`src/rtpm_consts.svh`:
```
// register offsets, reset values and codes for the transmit packet and modulation block
`ifndef RTPM_CONSTS_SVH
`define RTPM_CONSTS_SVH
`define RTPM_OFS_ISTAT1     7'h03
`define RTPM_OFS_ISTAT2     7'h04
`define RTPM_OFS_OPCTRL     7'h07
`define RTPM_OFS_DIVCTRL    7'h08
`define RTPM_OFS_XTALTRIM   7'h09
`define RTPM_OFS_PIN1SEL    7'h0C
`define RTPM_OFS_PIN2SEL    7'h0D
`define RTPM_OFS_PKTCTRL    7'h30
`define RTPM_OFS_PREALEN    7'h34
`define RTPM_OFS_SYNCHI     7'h36
`define RTPM_OFS_SYNCLO     7'h37
`define RTPM_OFS_PKTLEN     7'h3E
`define RTPM_OFS_PUMPTEST   7'h57
`define RTPM_OFS_DIVTRIM    7'h59
`define RTPM_OFS_OSCTRIM    7'h5A
`define RTPM_OFS_RATEHI     7'h6E
`define RTPM_OFS_RATELO     7'h6F
`define RTPM_OFS_MODSRC     7'h71
`define RTPM_OFS_FIFO       7'h7F
`define RTPM_RST_PKTCTRL    8'h8D
`define RTPM_RST_MODSRC     8'h00
`define RTPM_RST_SYNCHI     8'h2D
`define RTPM_RST_SYNCLO     8'hD4
`define RTPM_RST_PREALEN    8'h08
`define RTPM_RST_RATE       16'h0100
`define RTPM_RST_XTALTRIM   8'h7F
`define RTPM_RST_PINSEL     8'h00
`define RTPM_BIT_TXON       3
`define RTPM_BIT_SWRST      7
`define RTPM_BIT_PHEN       3
`define RTPM_BIT_CRCEN      2
`define RTPM_BIT_DIVEN      7
`define RTPM_PKSENT_BIT     2
`define RTPM_PIN_TXSTATE    5'h12
`define RTPM_PIN_RXSTATE    5'h15
`define RTPM_PIN_ANT1       5'h17
`define RTPM_PIN_ANT2       5'h18
`define RTPM_PIN_MCUCLK     5'h00
`define RTPM_PIN_DIRECT     5'h03
`define RTPM_CRC_POLY       16'h8005
`define RTPM_CRC_INIT       16'h0000
`define RTPM_PN9_SEED       9'h1FF
`endif

```
`src/rtpm_pkg.sv`:
```
// types for the transmit packet and modulation block
package rtpm_pkg;
  typedef enum logic [1:0] {MT_CARRIER, MT_OOK, MT_FSK, MT_GFSK} rtpm_modtype_t;
  typedef enum logic [1:0] {SRC_DIRECT_PIN, SRC_DIRECT_SDI, SRC_FIFO, SRC_PN9} rtpm_source_t;
  typedef enum logic [2:0] {ST_IDLE, ST_PREAMBLE, ST_SYNC, ST_PAYLOAD, ST_CRC, ST_RAW}
    rtpm_phase_t;
endpackage

```
`src/rtpm_tx_fifo.sv`:
```
// 64-byte transmit byte store written by the host, read by the framer
`timescale 1ns/10ps
`include "rtpm_consts.svh"
module rtpm_tx_fifo
(
  input  wire logic       clk_sys,
  input  wire logic       rst_b,
  input  wire logic       clear,
  input  wire logic       push,
  input  wire logic [7:0] pushData,
  input  wire logic       pop,
  output logic      [7:0] headData,
  output logic            empty,
  output logic            full
);
  typedef struct packed
  {
    logic [5:0] wrPtr;
    logic [5:0] rdPtr;
    logic [6:0] count;
  } rtpm_fifo_state_t;
  rtpm_fifo_state_t st_reg;
  rtpm_fifo_state_t st_next;
  logic [7:0] mem [0:63];
  logic doPush;
  logic doPop;
  assign empty    = (st_reg.count == 7'h00);
  assign full     = (st_reg.count == 7'h40);
  assign headData = mem[st_reg.rdPtr];
  // a push into a full store is dropped rather than overwriting unsent data
  assign doPush   = push && !full;
  assign doPop    = pop && !empty;
  always_comb
  begin
    st_next = st_reg;
    if (doPush)
    begin
      st_next.wrPtr = st_reg.wrPtr + 6'h01;
    end
    if (doPop)
    begin
      st_next.rdPtr = st_reg.rdPtr + 6'h01;
    end
    if (doPush && !doPop)
    begin
      st_next.count = st_reg.count + 7'h01;
    end
    else if (doPop && !doPush)
    begin
      st_next.count = st_reg.count - 7'h01;
    end
    if (clear)
    begin
      st_next = '0;
    end
  end
  always_ff @(posedge clk_sys)
  begin
    if (!rst_b)
    begin
      st_reg <= '0;
    end
    else
    begin
      st_reg <= st_next;
    end
  end
  always_ff @(posedge clk_sys)
  begin
    if (doPush)
    begin
      mem[st_reg.wrPtr] <= pushData;
    end
  end
endmodule

```
`src/rtpm_bit_source.sv`:
```
// bit-rate tick, PN9 generator and CRC-16 engine for the transmit path
`timescale 1ns/10ps
`include "rtpm_consts.svh"
module rtpm_bit_source
(
  input  wire logic        clk_sys,
  input  wire logic        rst_b,
  input  wire logic [15:0] rateDiv,
  input  wire logic        running,
  input  wire logic        crcClear,
  input  wire logic        crcShift,
  input  wire logic        crcBit,
  output logic             bitTick,
  output logic             pnBit,
  output logic      [15:0] crcValue
);
  typedef struct packed
  {
    logic [15:0] count;
    logic        tick;
    logic [8:0]  lfsr;
    logic [15:0] crc;
  } rtpm_src_state_t;
  rtpm_src_state_t st_reg;
  rtpm_src_state_t st_next;
  logic fb;
  assign bitTick  = st_reg.tick;
  assign pnBit    = st_reg.lfsr[0];
  // next value, so the last payload bit is already folded in when the check byte loads
  assign crcValue = st_next.crc;
  assign fb       = crcBit ^ st_reg.crc[15];
  always_comb
  begin
    st_next      = st_reg;
    st_next.tick = 1'b0;
    // counter runs while sending or while a non-FIFO source is selected; preload one so the registered tick
    // still gives the first bit the same length as the rest
    if (!running)
    begin
      st_next.count = 16'h0001;
    end
    else if (st_reg.count >= rateDiv)
    begin
      st_next.count = 16'h0000;
      st_next.tick  = 1'b1;
    end
    else
    begin
      st_next.count = st_reg.count + 16'h0001;
    end
    if (st_reg.tick)
    begin
      st_next.lfsr = {st_reg.lfsr[0] ^ st_reg.lfsr[5], st_reg.lfsr[8:1]};
    end
    if (crcClear)
    begin
      st_next.crc = `RTPM_CRC_INIT;
    end
    else if (crcShift)
    begin
      st_next.crc = {st_reg.crc[14:0], 1'b0} ^ (fb ? `RTPM_CRC_POLY : 16'h0000);
    end
  end
  always_ff @(posedge clk_sys)
  begin
    if (!rst_b)
    begin
      st_reg      <= '0;
      st_reg.lfsr <= `RTPM_PN9_SEED;
      st_reg.crc  <= `RTPM_CRC_INIT;
    end
    else
    begin
      st_reg <= st_next;
    end
  end
endmodule

```
`src/rtpm_tx_core.sv`:
```
// Behaviour
// - sync bytes at 0x36 and 0x37 form pattern.
// - receiver filters packets by matching sync pattern.
// - 0x0D at 0x30 enables framer with CRC-16.
// - 64-byte FIFO serialized with internal bit timing.
// - internal PN9 generator can drive modulator.
// - 0x63 at 0x71 selects FIFO and GFSK.
// - modulation type zero gives unmodulated carrier.
// - modulation type two selects FSK.
// - FSK zero lowers, one raises carrier.
// - modulation type three selects GFSK.
// - GFSK shapes bits through Gaussian filter first.
// - modulation type one selects OOK.
// - OOK amplifier on for one, else off.
// - codes 0x17/0x18 route antenna switches to pins.
// - 0x80 at 0x08 enables antenna diversity.
// - codes 0x12/0x15 show transmit/receive state.
// - register 0x09 holds crystal load trim.
// - pin two can output the clock.
// - length register 0x3E sets payload byte count.
// - each write to 0x7F pushes one byte; a write while the 64-byte store is full is dropped.
// - 0x09 at 0x07 starts automatic transmission.
// - packet sent sets flag, interrupt until read.
`timescale 1ns/10ps
`include "rtpm_consts.svh"
module rtpm_tx_core
(
  input  wire logic       clk_sys,
  input  wire logic       rst_b,
  input  wire logic       regWrite,
  input  wire logic       regRead,
  input  wire logic [6:0] regAddr,
  input  wire logic [7:0] regWdata,
  input  wire logic       directPinData,
  input  wire logic       directSdiData,
  input  wire logic       rxStateIn,
  input  wire logic       antennaSelect,
  input  wire logic       mcuClockIn,
  output logic      [7:0] regRdata,
  output logic            irqOut_b,
  output logic            paEnable,
  output logic            freqUp,
  output logic            freqDown,
  output logic            gaussShape,
  output logic            txActive,
  output logic      [7:0] crystalTrim,
  output logic      [7:0] pumpTest,
  output logic      [7:0] dividerTrim,
  output logic      [7:0] oscTrim,
  output logic            pinOne,
  output logic            pinTwo
);
  typedef struct packed
  {
    logic [7:0]             opCtrl;
    logic [7:0]             divCtrl;
    logic [7:0]             xtal;
    logic [7:0]             pin1Sel;
    logic [7:0]             pin2Sel;
    logic [7:0]             pktCtrl;
    logic [7:0]             preaLen;
    logic [7:0]             syncHi;
    logic [7:0]             syncLo;
    logic [7:0]             pktLen;
    logic [7:0]             pump;
    logic [7:0]             divTrim;
    logic [7:0]             oscTrm;
    logic [15:0]            rate;
    logic [7:0]             modSrc;
    logic                   pkSent;
    rtpm_pkg::rtpm_phase_t  phase;
    logic [7:0]             shifter;
    logic [2:0]             bitIdx;
    logic [7:0]             byteCnt;
    logic                   curBit;
    logic [7:0]             rdata;
    logic                   irq_b;
    logic                   pa;
    logic                   up;
    logic                   down;
    logic                   gauss;
    logic                   active;
    logic                   p1;
    logic                   p2;
  } rtpm_core_state_t;
  rtpm_core_state_t st_reg;
  rtpm_core_state_t st_next;
  logic        tick;
  logic        pnBit;
  logic [15:0] crcValue;
  logic        fifoPush;
  logic        fifoPop;
  logic        fifoClear;
  logic [7:0]  fifoHead;
  logic        fifoEmpty;
  logic        fifoFull;
  logic        crcClear;
  logic        crcShift;
  logic        lastBit;
  logic        dataBit;
  logic        sending;
  rtpm_pkg::rtpm_modtype_t modType;
  rtpm_pkg::rtpm_source_t  modSource;
  // pin function decode, shared by both configurable pins
  function automatic logic pinFunc(input logic [4:0] code, input logic ant, input logic tx,
                                   input logic rx, input logic clk);
    case (code)
      `RTPM_PIN_ANT1:    pinFunc = !ant;
      `RTPM_PIN_ANT2:    pinFunc = ant;
      `RTPM_PIN_TXSTATE: pinFunc = tx;
      `RTPM_PIN_RXSTATE: pinFunc = rx;
      `RTPM_PIN_MCUCLK:  pinFunc = clk;
      default:           pinFunc = 1'b0;
    endcase
  endfunction
  assign modType   = rtpm_pkg::rtpm_modtype_t'(st_reg.modSrc[1:0]);
  assign modSource = rtpm_pkg::rtpm_source_t'(st_reg.modSrc[5:4]);
  assign fifoPush  = regWrite && (regAddr == `RTPM_OFS_FIFO);
  assign fifoClear = regWrite && (regAddr == `RTPM_OFS_OPCTRL) && regWdata[`RTPM_BIT_SWRST];
  assign lastBit   = tick && (st_reg.bitIdx == 3'h7);
  assign crcClear  = (st_reg.phase == rtpm_pkg::ST_IDLE);
  assign crcShift  = tick && (st_reg.phase == rtpm_pkg::ST_PAYLOAD)
                     && st_reg.pktCtrl[`RTPM_BIT_CRCEN];
  assign sending   = (st_reg.phase != rtpm_pkg::ST_IDLE);
  assign regRdata  = st_reg.rdata;
  assign irqOut_b  = st_reg.irq_b;
  assign paEnable  = st_reg.pa;
  assign freqUp    = st_reg.up;
  assign freqDown  = st_reg.down;
  assign gaussShape = st_reg.gauss;
  assign txActive  = st_reg.active;
  assign crystalTrim = st_reg.xtal;
  assign pumpTest  = st_reg.pump;
  assign dividerTrim = st_reg.divTrim;
  assign oscTrim   = st_reg.oscTrm;
  assign pinOne    = st_reg.p1;
  assign pinTwo    = st_reg.p2;
  // modulating bit: framed/raw shifter, PN9, or host-timed direct input
  always_comb
  begin
    case (modSource)
      rtpm_pkg::SRC_FIFO:       dataBit = st_reg.shifter[7];
      rtpm_pkg::SRC_PN9:        dataBit = pnBit;
      rtpm_pkg::SRC_DIRECT_SDI: dataBit = directSdiData;
      default:                  dataBit = directPinData;
    endcase
  end
  always_comb
  begin
    st_next = st_reg;
    // a byte leaves the store when it is loaded into the shifter
    fifoPop = 1'b0;
    // register writes
    if (regWrite)
    begin
      case (regAddr)
        `RTPM_OFS_OPCTRL:   st_next.opCtrl = regWdata;
        `RTPM_OFS_DIVCTRL:  st_next.divCtrl = regWdata;
        `RTPM_OFS_XTALTRIM: st_next.xtal = regWdata;
        `RTPM_OFS_PIN1SEL:  st_next.pin1Sel = regWdata;
        `RTPM_OFS_PIN2SEL:  st_next.pin2Sel = regWdata;
        `RTPM_OFS_PKTCTRL:  st_next.pktCtrl = regWdata;
        `RTPM_OFS_PREALEN:  st_next.preaLen = regWdata;
        `RTPM_OFS_SYNCHI:   st_next.syncHi = regWdata;
        `RTPM_OFS_SYNCLO:   st_next.syncLo = regWdata;
        `RTPM_OFS_PKTLEN:   st_next.pktLen = regWdata;
        `RTPM_OFS_PUMPTEST: st_next.pump = regWdata;
        `RTPM_OFS_DIVTRIM:  st_next.divTrim = regWdata;
        `RTPM_OFS_OSCTRIM:  st_next.oscTrm = regWdata;
        `RTPM_OFS_RATEHI:   st_next.rate[15:8] = regWdata;
        `RTPM_OFS_RATELO:   st_next.rate[7:0] = regWdata;
        `RTPM_OFS_MODSRC:   st_next.modSrc = regWdata;
        default:            st_next.opCtrl = st_next.opCtrl;
      endcase
    end
    // register reads; a read of ISTAT1 (0x03) clears the sent flag
    st_next.rdata = 8'h00;
    if (regRead)
    begin
      case (regAddr)
        `RTPM_OFS_ISTAT1:  st_next.rdata = {5'h00, st_reg.pkSent, 2'h0};
        `RTPM_OFS_ISTAT2:  st_next.rdata = {7'h00, sending};
        `RTPM_OFS_OPCTRL:  st_next.rdata = st_reg.opCtrl;
        `RTPM_OFS_DIVCTRL: st_next.rdata = st_reg.divCtrl;
        `RTPM_OFS_XTALTRIM: st_next.rdata = st_reg.xtal;
        `RTPM_OFS_PIN1SEL: st_next.rdata = st_reg.pin1Sel;
        `RTPM_OFS_PIN2SEL: st_next.rdata = st_reg.pin2Sel;
        `RTPM_OFS_PKTCTRL: st_next.rdata = st_reg.pktCtrl;
        `RTPM_OFS_SYNCHI:  st_next.rdata = st_reg.syncHi;
        `RTPM_OFS_SYNCLO:  st_next.rdata = st_reg.syncLo;
        `RTPM_OFS_PKTLEN:  st_next.rdata = st_reg.pktLen;
        `RTPM_OFS_MODSRC:  st_next.rdata = st_reg.modSrc;
        `RTPM_OFS_PUMPTEST: st_next.rdata = st_reg.pump;
        `RTPM_OFS_DIVTRIM: st_next.rdata = st_reg.divTrim;
        `RTPM_OFS_OSCTRIM: st_next.rdata = st_reg.oscTrm;
        default:           st_next.rdata = 8'h00;
      endcase
      if (regAddr == `RTPM_OFS_ISTAT1)
      begin
        st_next.pkSent = 1'b0;
      end
    end
    // framer sequencing, one step per bit tick
    if (tick)
    begin
      st_next.bitIdx  = st_reg.bitIdx + 3'h1;
      st_next.shifter = {st_reg.shifter[6:0], 1'b0};
      if (lastBit)
      begin
        st_next.byteCnt = st_reg.byteCnt + 8'h01;
        case (st_reg.phase)
          rtpm_pkg::ST_PREAMBLE:
          begin
            st_next.shifter = 8'hAA;
            if (st_reg.byteCnt + 8'h01 >= st_reg.preaLen)
            begin
              st_next.phase   = rtpm_pkg::ST_SYNC;
              st_next.byteCnt = 8'h00;
              st_next.shifter = st_reg.syncHi;
            end
          end
          rtpm_pkg::ST_SYNC:
          begin
            st_next.shifter = st_reg.syncLo;
            if (st_reg.byteCnt == 8'h01)
            begin
              st_next.phase   = rtpm_pkg::ST_PAYLOAD;
              st_next.byteCnt = 8'h00;
              st_next.shifter = fifoHead;
              fifoPop         = 1'b1;
            end
          end
          rtpm_pkg::ST_PAYLOAD:
          begin
            if (st_reg.byteCnt + 8'h01 < st_reg.pktLen)
            begin
              st_next.shifter = fifoHead;
              fifoPop         = 1'b1;
            end
            else
            begin
              st_next.byteCnt = 8'h00;
              st_next.phase   = st_reg.pktCtrl[`RTPM_BIT_CRCEN] ? rtpm_pkg::ST_CRC
                                : rtpm_pkg::ST_IDLE;
              st_next.shifter = crcValue[15:8];
            end
          end
          rtpm_pkg::ST_CRC:
          begin
            st_next.shifter = crcValue[7:0];
            if (st_reg.byteCnt == 8'h01)
            begin
              st_next.phase = rtpm_pkg::ST_IDLE;
            end
          end
          rtpm_pkg::ST_RAW:
          begin
            if (fifoEmpty || (st_reg.byteCnt + 8'h01 >= st_reg.pktLen))
            begin
              st_next.phase = rtpm_pkg::ST_IDLE;
            end
            else
            begin
              st_next.shifter = fifoHead;
              fifoPop         = 1'b1;
            end
          end
          default: st_next.phase = rtpm_pkg::ST_IDLE;
        endcase
        if (st_next.phase == rtpm_pkg::ST_IDLE)
        begin
          st_next.pkSent = 1'b1;
          st_next.opCtrl[`RTPM_BIT_TXON] = 1'b0;
        end
      end
    end
    // start: transmit bit set while idle
    if (!sending && st_reg.opCtrl[`RTPM_BIT_TXON])
    begin
      st_next.bitIdx  = 3'h0;
      st_next.byteCnt = 8'h00;
      if (st_reg.pktCtrl[`RTPM_BIT_PHEN])
      begin
        st_next.phase   = rtpm_pkg::ST_PREAMBLE;
        st_next.shifter = 8'hAA;
      end
      else
      begin
        st_next.phase   = rtpm_pkg::ST_RAW;
        st_next.shifter = fifoHead;
        fifoPop         = 1'b1;
      end
    end
    // modulator outputs; carrier is held only while transmitting
    st_next.active = sending;
    st_next.gauss  = sending && (modType == rtpm_pkg::MT_GFSK);
    case (modType)
      rtpm_pkg::MT_CARRIER:
      begin
        st_next.pa   = sending;
        st_next.up   = 1'b0;
        st_next.down = 1'b0;
      end
      rtpm_pkg::MT_OOK:
      begin
        st_next.pa   = sending && dataBit;
        st_next.up   = 1'b0;
        st_next.down = 1'b0;
      end
      default:
      begin
        st_next.pa   = sending;
        st_next.up   = sending && dataBit;
        st_next.down = sending && !dataBit;
      end
    endcase
    st_next.irq_b = !st_next.pkSent;
    st_next.p1 = pinFunc(st_reg.pin1Sel[4:0], antennaSelect && st_reg.divCtrl[`RTPM_BIT_DIVEN],
                         sending, rxStateIn, 1'b0);
    st_next.p2 = pinFunc(st_reg.pin2Sel[4:0], antennaSelect && st_reg.divCtrl[`RTPM_BIT_DIVEN],
                         sending, rxStateIn, mcuClockIn);
    if (fifoClear)
    begin
      st_next.phase = rtpm_pkg::ST_IDLE;
    end
  end
  always_ff @(posedge clk_sys)
  begin
    if (!rst_b)
    begin
      st_reg         <= '0;
      st_reg.pktCtrl <= `RTPM_RST_PKTCTRL;
      st_reg.modSrc  <= `RTPM_RST_MODSRC;
      st_reg.syncHi  <= `RTPM_RST_SYNCHI;
      st_reg.syncLo  <= `RTPM_RST_SYNCLO;
      st_reg.preaLen <= `RTPM_RST_PREALEN;
      st_reg.rate    <= `RTPM_RST_RATE;
      st_reg.xtal    <= `RTPM_RST_XTALTRIM;
      st_reg.phase   <= rtpm_pkg::ST_IDLE;
      st_reg.irq_b   <= 1'b1;
    end
    else
    begin
      st_reg <= st_next;
    end
  end
  rtpm_tx_fifo u_fifo
  (
    .clk_sys  (clk_sys),
    .rst_b    (rst_b),
    .clear    (fifoClear),
    .push     (fifoPush),
    .pushData (regWdata),
    .pop      (fifoPop),
    .headData (fifoHead),
    .empty    (fifoEmpty),
    .full     (fifoFull)
  );
  rtpm_bit_source u_src
  (
    .clk_sys  (clk_sys),
    .rst_b    (rst_b),
    .rateDiv  (st_reg.rate),
    .running  (sending || (modSource != rtpm_pkg::SRC_FIFO)),
    .crcClear (crcClear),
    .crcShift (crcShift),
    .crcBit   (st_reg.shifter[7]),
    .bitTick  (tick),
    .pnBit    (pnBit),
    .crcValue (crcValue)
  );
endmodule

```
`config.mk`:
```
export PLATFORM = sky130hd
export DESIGN_NAME = rtpm_tx_core
export DESIGN_NICKNAME = d
export VERILOG_FILES = /design/src/rtpm_pkg.sv /design/src/rtpm_tx_fifo.sv /design/src/rtpm_bit_source.sv /design/src/rtpm_tx_core.sv
export VERILOG_INCLUDE_DIRS = /design/src
export SDC_FILE = /design/constraint.sdc
export NUM_CORES = 1
export LEC_CHECK = 0
export BUFFER_PORTS_ARGS = -buffer_cell sky130_fd_sc_hd__buf_2
export CAP_MARGIN = 0
export CORE_UTILIZATION = 25
export DETAILED_ROUTE_END_ITERATION = 6
export GPL_TIMING_DRIVEN = 0
export HOLD_SLACK_MARGIN = 0.06
export SYNTH_ARGS = -nofsm -noshare
export SYNTH_HDL_FRONTEND = slang
export SYNTH_SLANG_ARGS = --single-unit
```
`constraint.sdc`:
```
create_clock -name clk_sys -period 5.55 [get_ports clk_sys]
set_input_delay 1.11 -clock clk_sys [delete_from_list [all_inputs] [get_ports clk_sys]]
set_output_delay 1.11 -clock clk_sys [all_outputs]
set_load 0.01 [all_outputs]
```
After elaboration in Yosys (flattened, before gate mapping)
Memories as Yosys holds them, arrays and structs flattened. A register that Yosys moved wholly into a read port is not among the register bits.
Index checks and enable logic that the tools add are counted.
Storage, ports and cells
  register bits after elaboration: 228
  memory bits (writable): 512
  input bits: 24
  output and inout port bits: 48
  word-level logic and storage cells: 223
  memories kept: 1
Memory list
  u_fifo.mem: words 64, bits a word 8, read ports 1, clocked after Yosys merged registers in 1, wr ports 1, RTL line rtpm_tx_fifo.sv:24  | logic [7:0] mem [0:63];
Cells by class
  add/sub/neg operators: 7
  $lt $le $gt $ge: 4
  equality and inequality tests: 41
  muxes and demuxes: 69
  bitwise operators: 5
  reduce and logical (&&, ||, !) cells: 57
Operators by type and width (number)
  8-bit 2-to-1 mux: 21
  124-bit 2-to-1 mux: 1
  8-bit one-hot mux with 15 select lines: 1
  7-bit equality test (second input constant): 8
  16-bit 2-to-1 mux: 3
  5-bit equality test (second input constant): 8
  8-bit one-hot mux with 5 select lines: 1
  2-bit AND reduction: 20
  7-bit by 6-bit equality test with 1-bit output (second input constant): 5
  11-bit 2-to-1 mux: 3
  7-bit by 4-bit equality test with 1-bit output (second input constant): 4
  8-bit one-hot mux with 3 select lines: 1
  23-bit 2-to-1 mux: 1
  22-bit 2-to-1 mux: 1
  1-bit 2-to-1 mux: 18
  3-bit 2-to-1 mux: 6
  16-bit by 1-bit adder with 16-bit output (second input constant): 1
  16-bit >= comparator: 1
  8-bit >= comparator: 2
  16-bit XOR: 1
  1-bit logical AND: 15
  3-bit one-hot mux with 5 select lines: 1
  7-bit by 3-bit equality test with 1-bit output (second input constant): 2
  7-bit 2-to-1 mux: 2
  other kinds (33): 56

Logic depth before layout (Yosys ltp)
Gate-level depths: netlist of the first run.
  word-level depth: 13
  mapped depth: 24
  depth with buffers taken out: 24

Modules after synthesis
From an unflattened synthesis of the first run, not the netlist that was laid out.
Unflattened totals
  cells, all modules: 2370
  area total of the unflattened synthesis: 32476.1 µm²
Modules (own cells, without submodules)
  rtpm_tx_fifo: times used 1, cells an instance 1042, area an instance 21171.6 µm², seq. area each 15875.2 µm²
  rtpm_tx_core: times used 1, cells an instance 1074, area an instance 9053.7 µm², seq. area each 3343.2 µm²
  rtpm_bit_source: times used 1, cells an instance 254, area an instance 2250.9 µm², seq. area each 840.8 µm²

Worst setup path before layout of the first run
Ideal clock, no wire load.
  path kind: flip-flop to flip-flop
  start point: register st_reg[17] in the netlist's numbering
  end point: register u_fifo.st_reg[6] in the netlist's numbering
  library setup time: 70 ps
  arrival time: 4526 ps
  required time: 5480 ps
  setup slack: 954 ps
  stages on the path, launching flop included: 24
  path buffers: 0
  period minus slack after synthesis: 4596 ps
  path through: dfxtp_1 and3_1 nand3_1 nor2_1 xnor2_1 inv_1 ha_1 a21oi_1 o21ai_0 nor3_1 nor3b_1 o21ai_2 a21oi_1 inv_1 ha_1 inv_1 ha_1 a21o_1 a21oi_1 o21bai_1 a21oi_1 xnor2_1 or3_1 a21oi_1
Between the ends
  cells in the longest elaborated chain, start to end: 13
  elaborated cells on any way between the ends: 19
  those cells by class: 1 x add/sub; 2 x order compare; 1 x eq/ne; 9 x mux; 6 x reduce/logical
RTL lines
  start: declaration: RTL line rtpm_tx_core.sv:86  | rtpm_core_state_t st_reg;
  start signal: assignment: RTL line rtpm_tx_core.sv:344  | st_reg <= st_next;
  8-bit by 1-bit adder with 8-bit output: RTL line rtpm_tx_core.sv:235, rtpm_tx_core.sv:258
  8-bit >= comparator: RTL line rtpm_tx_core.sv:258  | if (fifoEmpty || (st_reg.byteCnt + 8'h01 >= st_reg.pktLen))
  1-bit logical OR: RTL line rtpm_tx_core.sv:258
  1-bit 2-to-1 mux: RTL line rtpm_tx_core.sv:258
  1-bit one-hot mux with 3 select lines (*): RTL line rtpm_tx_core.sv:211  | case (st_reg.phase)
  1-bit 2-to-1 mux (*): RTL line rtpm_tx_core.sv:208  | if (lastBit)
  1-bit 2-to-1 mux (*): RTL line rtpm_tx_core.sv:204  | if (tick)
  1-bit 2-to-1 mux: RTL line rtpm_tx_core.sv:282  | if (st_reg.pktCtrl[`RTPM_BIT_PHEN])
  1-bit 2-to-1 mux (*): RTL line rtpm_tx_core.sv:278  | if (!sending && st_reg.opCtrl[`RTPM_BIT_TXON])
  1-bit logical AND (*): RTL line rtpm_tx_fifo.sv:32  | assign doPop = pop && !empty;
  1-bit zero test: RTL line rtpm_tx_fifo.sv:44  | if (doPush && !doPop)
  1-bit logical AND: RTL line rtpm_tx_fifo.sv:44
  7-bit 2-to-1 mux or 2-bit nonzero test (tied branches)
  end signal: assignment: RTL line rtpm_tx_fifo.sv:65  | st_reg <= st_next;
  end: declaration: RTL line rtpm_tx_fifo.sv:22  | rtpm_fifo_state_t st_reg;
Mark *: on every way between the ends. The rest lies on a longest branch, timed or not.
A chain may end at the register's enable or synchronous reset.

Worst setup path after layout of the first run
Same ends and word-level chain as after synthesis.

==> impl_metrics.json, run 1 <==
{
  "pwr-share-comb_pct": 1.9,
  "synth-adder-area-share_pct": 1.942,
  "dp.cells": 3983,
  "ant_nets": 0,
  "r2r-start": "st_reg[17]",
  "path_clk_slew_ns": 0.07,
  "vias": 20165,
  "leakagePower_uw": 0.01141,
  "stdcell_count": 4115,
  "critical_path.startpoint": "st_reg[17]",
  "skew_ns": 0.02580,
  "synth_edf_count": 512,
  "die_area_um2": 126700,
  "synth_top_family_by_area": "multiplexers",
  "clkLatencyLatePin_ns": 0.64,
  "io_buffer_count": 66,
  "core_um2": 124000,
  "cts_buffer_depth": 3,
  "cts_tree": "done",
  "r2r_cells": 23,
  "clkPwrFrac_pct": 44.7,
  "die_h_um": 355.9,
  "hold_path_class": "reg -> reg",
  "synth_area_um2": 31310,
  "gp_congestion": 0.9084,
  "cp-start-kind": "register",
  "peakVddDrop_mv": 0.2451,
  "largest_reg_flops": 512,
  "intPower_uw": 8726,
  "row_count": 129,
  "drt_iter0_markers": 2192,
  "finalHoldViolations": 0,
  "synth.distinct_cells": 72,
  "synth_compound_area_share_pct": 6.973,
  "post_cts_resized": 0,
  "grt_pass1_vias": 18967,
  "route.detailed.drc": 28,
  "max-cap-violations": 0,
  "synth_warnings": 0,
  "synth-simple-area-share_pct": 9.343,
  "synth_top_area_share_pct": 49.10,
  "cts_htree_levels": 3,
  "grt-ovfl-total": 0,
  "p_per_area_nw_per_um2": 308.6,
  "finalCritPeriodShare_pct": 90.64,
  "initial_core_util_pct": 25.26,
  "syn_to_final_growth_pct": 15.27,
  "drive_gt1_share_pct": 16.35,
  "r2r-end": "u_fifo.st_reg[6]",
  "slew-limit-headroom_pct": 5.417,
  "switching_share_pct": 21.66,
  "syn_area_per_cell_um2": 13.74,
  "numCtsBuffers": 73,
  "tns_ns": 0,
  "hp-start": "st_reg[155]",
  "worstHoldEndpoint": "st_reg[155]",
  "final_common_cell": "edfxtp_1",
  "rsz0062_at_grt": "no",
  "fillers": 12522,
  "synth_largest_area_cell": "edfxtp_1",
  "holdBufCountCts": 0,
  "routedWlPerCell_um": 21.75,
  "most-common-layout-cells": "edfxtp_1 (512), dfxtp_1 (234), nand2_1 (215)",
  "failed_checks": "design-rule violations",
  "hold_depth": 2,
  "grt_pass1_wl_um": 129700,
  "grt_max_degree": 72,
  "synth-xor-area-share_pct": 1.119,
  "max_freq_mhz": 198.8,
  "synth_seq_cells": 746,
  "cts_root_buffer": "clkbuf_16",
  "post-cts-setup-buffer-count": 0,
  "hpwl_um": 58880,
  "cp-end-kind": "register",
  "ff2ff_setup_slack_ns": 0.52,
  "switchingPower_uw": 2412,
  "period_needed_ns": 5.031,
  "critical_path_required_ns": 6.11,
  "syn_inst": 2279,
  "yosysSeqAreaShare_pct": 64.06,
  "final_nets": 2493,
  "antenna_found_initial": 2,
  "async_reset_ff_share_pct": 0,
  "ios": 72,
  "crit_type": "reg -> reg",
  "drt_first_pass_iters": 7,
  "grtUsageTotal_pct": 13.79,
  "p_seq_share_pct": 53.4,
  "wl_um": 89480,
  "worstPathMaxFanout": 8,
  "status": "finished with violations",
  "finalSetupViolations": 0,
  "cts_sinks": 746,
  "syn-num-nets": 2351,
  "worstMarginPinSlew_ns": 1.419,
  "fp.dieW_um": 355.9,
  "synthMuxAreaShare_pct": 13.09,
  "slew_viol_final": 0,
  "via_per_inst": 4.900,
  "synth_flop_cell": "edfxtp_1",
  "cp.arrival_ns": 5.59,
  "synthTopCellsByArea": "edfxtp_1 (49%), dfxtp_1 (15%), mux4_2 (9.5%)"
}
==> metrics by stage <==
| stage | area (µm²) | util (%) | total power (µW) | hold slack (ns) | setup WS [ns] |
|---|---|---|---|---|---|
| 2_1_floorplan | 31310 | - | 6142 | 0.4329 | 0.9543 |
| 5_1_grt | 36090 | 29.12 | 11410 | 0.4731 | 0.1112 |
| 3_3_place_gp | 33690 | 27.18 | 6274 | 0.4423 | 0.2305 |
| 3_5_place_dp | 33710 | 27.19 | 6278 | 0.4486 | 0.1957 |
| 6_report | 36090 | 29.12 | 11140 | 0.4578 | 0.5195 |
| 4_1_cts | 36080 | 29.10 | 11200 | 0.4572 | 0.1695 |
==> worst max-delay path, stage by stage (launching register included) <==
cell      delay [ns]
dfxtp_1         0.50
and3_1          0.20
nand3_1         0.11
nor2_1          0.16
xnor2_1         0.15
inv_1           0.11
ha_1            0.32
a21oi_1         0.20
o21ai_0         0.22
nor3_2          0.28
nor3b_2         0.30
o21ai_2         0.15
a21oi_2         0.25
inv_1           0.06
ha_1            0.21
inv_1           0.21
ha_1            0.32
a21o_1          0.19
a21oi_1         0.22
o21bai_1        0.10
a21oi_1         0.19
xnor2_1         0.09
or3_1           0.30
a21oi_1         0.13
==> synthesized netlist by cell type (3+ instances only) <==
cell       number
clkbuf_1       78
o31ai_1         3
a211o_1         3
nand2_1       215
a2111oi_0       3
xnor2_1        20
edfxtp_1      512
nand3_1       115
xor2_1         20
nand4_1         9
dfxtp_1       234
a31oi_1        14
and3_1         14
or2_2           4
a221oi_1       31
o22ai_1         6
mux4_2        132
mux2i_1        89
inv_1          53
a222oi_1        3
buf_1          17
nor2b_1        18
a21o_1         15
ha_1           47
and2_1          6
nand2b_1       14
a22o_1         15
or3_1           6
nand3b_1        8
nor2_1        201
o21a_1          4
a22oi_1         8
nor4b_1         3
mux2_2          7
o211ai_1       11
a211oi_1       13
nor4_1          5
nor3_1         17
o21ai_0        59
mux4_1          6
a21oi_1       125
buf_4          57
o2111ai_1       6
o221ai_1        4
buf_2          13
==> power by group through the flow <==
stage | Sequential (µW) | Clock (µW) | Combinational, µW
floorplan | 6060 | 0 | 80.5
global placement | 6070 | 0 | 209
detailed placement | 6070 | 0 | 213
CTS | 5940 | 5050 | 213
global route | 5940 | 5240 | 229
finish | 5940 | 4980 | 215
==> worst max path at each step <==
stage                       end  slack (ns)  depth (start not counted)
6_report       u_fifo.st_reg[6]        0.52                         23
5_1_grt        u_fifo.st_reg[6]        0.11                         23
4_1_cts        u_fifo.st_reg[6]        0.17                         23
3_5_place_dp   u_fifo.st_reg[6]        0.20                         23
3_3_place_gp   u_fifo.st_reg[6]        0.23                         23
2_1_floorplan  u_fifo.st_reg[6]        0.95                         23
==> area by class of cell <==
class                      instances  area [µm²]  share of cell area [%]
sequential                       746       20060                   55.58
multi-input combinational       1311       10190                   28.22
clock buffer                     101        2003                   5.550
clock inverter                    30       367.9                   1.019
buffer                           169       885.9                   2.454
timing repair buffer              67       340.3                  0.9429
inverter                          53       198.9                  0.5512
tap                             1637        2048                   5.675
antenna                            1       2.502                0.006933
==> routing by layer <==
metal  GRT usage, %  vias up  wire length [µm]
met1          19.89    10097             39400
li1               -     8860                 -
met2          20.58     1031             39090
met3          2.730      175              8235
met5              0        -                13
met4          4.532        2              2745
==> cell families (layout without fill, tap and decap cells) <==
kind of cell    Yosys count  count (layout)
flops                   746             746
simple gates            649             649
compound gates          340             340
mux                     234             234
buf+inv                 222             420
fa+ha+maj                48              48
xor+xnor                 40              40
other cells               0               1
No activity file was read; power rests on OpenSTA's default activity.
==> inputs of run 2 (changes only) <==
Settings changed: CELL_PAD_IN_SITES_DETAIL_PLACEMENT from default to 0, CELL_PAD_IN_SITES_GLOBAL_PLACEMENT from default to 1, PLACE_DENSITY_LB_ADDON from default to 0.1.
==> run 2 against run 1 <==
  * The flow still finishes with violations (design-rule violations)
  * Die area unchanged
  * Utilization is 0.55 points higher
  * Sequential share of layout area is 1.0 points lower
  * Fmax increased by 3.3%
  * Via count fell by 1.8%
  * Critical path type unchanged
  * Largest cell class unchanged
==> impl_metrics.json, run 2 (synthesized netlist as in run 1, its figures left out) <==
{
  "worstPathMaxFanout": 8,
  "failed_checks": "design-rule violations",
  "cp-end-kind": "register",
  "max-cap-violations": 0,
  "status": "finished with violations",
  "hpwl_um": 75910,
  "period_needed_ns": 4.871,
  "cts_root_buffer": "clkbuf_16",
  "most-common-layout-cells": "edfxtp_1 (512), dfxtp_1 (233), nand2_1 (215)",
  "final_common_cell": "edfxtp_1",
  "drive_gt1_share_pct": 17.52,
  "whs_ns": 0.4560,
  "fin_ws_ns": 0.6788,
  "slew-limit-headroom_pct": 1.737,
  "routedWlPerCell_um": 26.83,
  "largest_reg_flops": 512,
  "vias": 19804,
  "core_um2": 124000,
  "finalHoldViolations": 0,
  "peakVddDrop_mv": 0.2120,
  "critical_path_required_ns": 6.14,
  "cts_htree_levels": 3,
  "numCtsBuffers": 91,
  "pre_cts_ws_ns": -0.1301,
  "syn_to_final_growth_pct": 17.44,
  "grt_pass1_wl_um": 157000,
  "p_per_area_nw_per_um2": 330.4,
  "fp.dieW_um": 355.9,
  "slew_viol_final": 0,
  "grt_pass1_vias": 20254,
  "cts_sinks": 746,
  "crit_type": "reg -> reg",
  "ant_nets": 0,
  "row_count": 129,
  "cts_buffer_depth": 3,
  "initial_core_util_pct": 25.26,
  "grt_max_degree": 69,
  "ios": 72,
  "grtUsageTotal_pct": 17.56,
  "hold_path_class": "reg -> reg",
  "final_nets": 2514,
  "tns_ns": 0,
  "die_h_um": 355.9,
  "rsz0062_at_grt": "no",
  "route.detailed.drc": 55,
  "cts_tree": "done",
  "io_buffer_count": 66,
  "gp_congestion": 0.8151,
  "via_per_inst": 4.766,
  "wl_um": 111500,
  "worstMarginPinSlew_ns": 1.474,
  "max_freq_mhz": 205.3,
  "grt-ovfl-total": 0,
  "die_area_um2": 126700,
  "leakagePower_uw": 0.01179,
  "finalSetupViolations": 0,
  "drt_iter0_markers": 1487,
  "drt_first_pass_iters": 7,
  "finalCritPeriodShare_pct": 87.77,
  "clkLatencyLatePin_ns": 0.68,
  "cp-start-kind": "register",
  "skew_ns": 0.02455,
  "path_clk_slew_ns": 0.06,
  "antenna_found_initial": 1,
  "cp.arrival_ns": 5.46
}
==> run 2: cell types whose count changed in the layout (fill, tap and decap cells not counted), moves of 2 or more <==
| cell | previous run | this run |
|---|---|---|
| buf_2 | 78 | 73 |
| buf_4 | 59 | 65 |
| bufinv_16 | 4 | 7 |
| clkbuf_16 | 74 | 92 |
| clkbuf_8 | 5 | 8 |
| clkinv_1 | 7 | 15 |
| clkinv_2 | 4 | 19 |
| clkinv_4 | 3 | 1 |
| clkinv_8 | 2 | 0 |
| clkinvlp_4 | 4 | 0 |
==> run 2: final cells by class <==
cell class | count | area (µm²)
inverters | 53 | 198.9
diodes | 1 | 2.502
multi-input cells | 1311 | 10200
clock buffers | 121 | 2491
clock inverters | 47 | 489.2
repair buffers | 70 | 399.1
fillers | 12546 | 87190
flip-flops and latches | 746 | 20060
plain buffers | 169 | 885.9
well taps | 1637 | 2048
==> run 2: timing repair <==
item | 4_1_cts | 5_1_grt
buffers inserted | 0 | 1
hold buffers | 0 | 0
pin swaps | 0 | 1
setup endpoints to repair | 2 | 3
hold endpoints to repair | 0 | 0
gates resized for setup | 2 | 4
==> run 2: metal layers <==
layer,global-route usage [%],wire length [µm],vias to the layer above
met4,4.695,2856,0
li1,-,-,8933
met3,2.397,3914,133
met5,0,0,-
met1,22.42,48290,10281
met2,30.93,56390,457
==> run 2: report_power, final <==
part	leakage [µW]	internal [µW]	switching [µW]	total, µW
clock	0.00147	3490	2470	5970
sequential	0.00649	5940	5.93	5950
combinational	0.00383	38.7	195	234
==> run 2: metrics by stage <==
step           total power, µW  cells  area [µm²]  utilization [%]
2_1_floorplan             6142   2279       31310                -
3_3_place_gp              6297   3982       33690            27.18
3_5_place_dp              6305   3985       33750            27.23
4_1_cts                  12300   4153       36740            29.64
5_1_grt                  12520   4154       36770            29.66
6_report                 12150   4155       36770            29.66
==> run 2: final timing paths <==
kind	start	end	slack (ns)	depth (start not counted)
setup / recovery	st_reg[17]	u_fifo.st_reg[6]	0.68	23
hold / removal	st_reg[155]	st_reg[155]	0.46	2
setup reg to reg	st_reg[17]	u_fifo.st_reg[6]	0.68	23
hold reg to reg	st_reg[155]	st_reg[155]	0.46	2
==> run 2: worst max-delay path: stages (launching register included) <==
cell and delay (ns):
dfxtp_2 0.42, and3_1 0.18, nand3_1 0.11, nor2_1 0.15
xnor2_1 0.15, inv_1 0.12, ha_1 0.32, a21oi_1 0.19
o21ai_1 0.17, nor3_2 0.22, nor3b_2 0.30, o21ai_2 0.17
a21oi_2 0.26, inv_1 0.07, ha_1 0.20, inv_1 0.20
ha_1 0.32, a21o_1 0.19, a21oi_1 0.24, o21bai_1 0.09
a21oi_1 0.18, xnor2_1 0.09, or3_1 0.30, a21oi_1 0.13
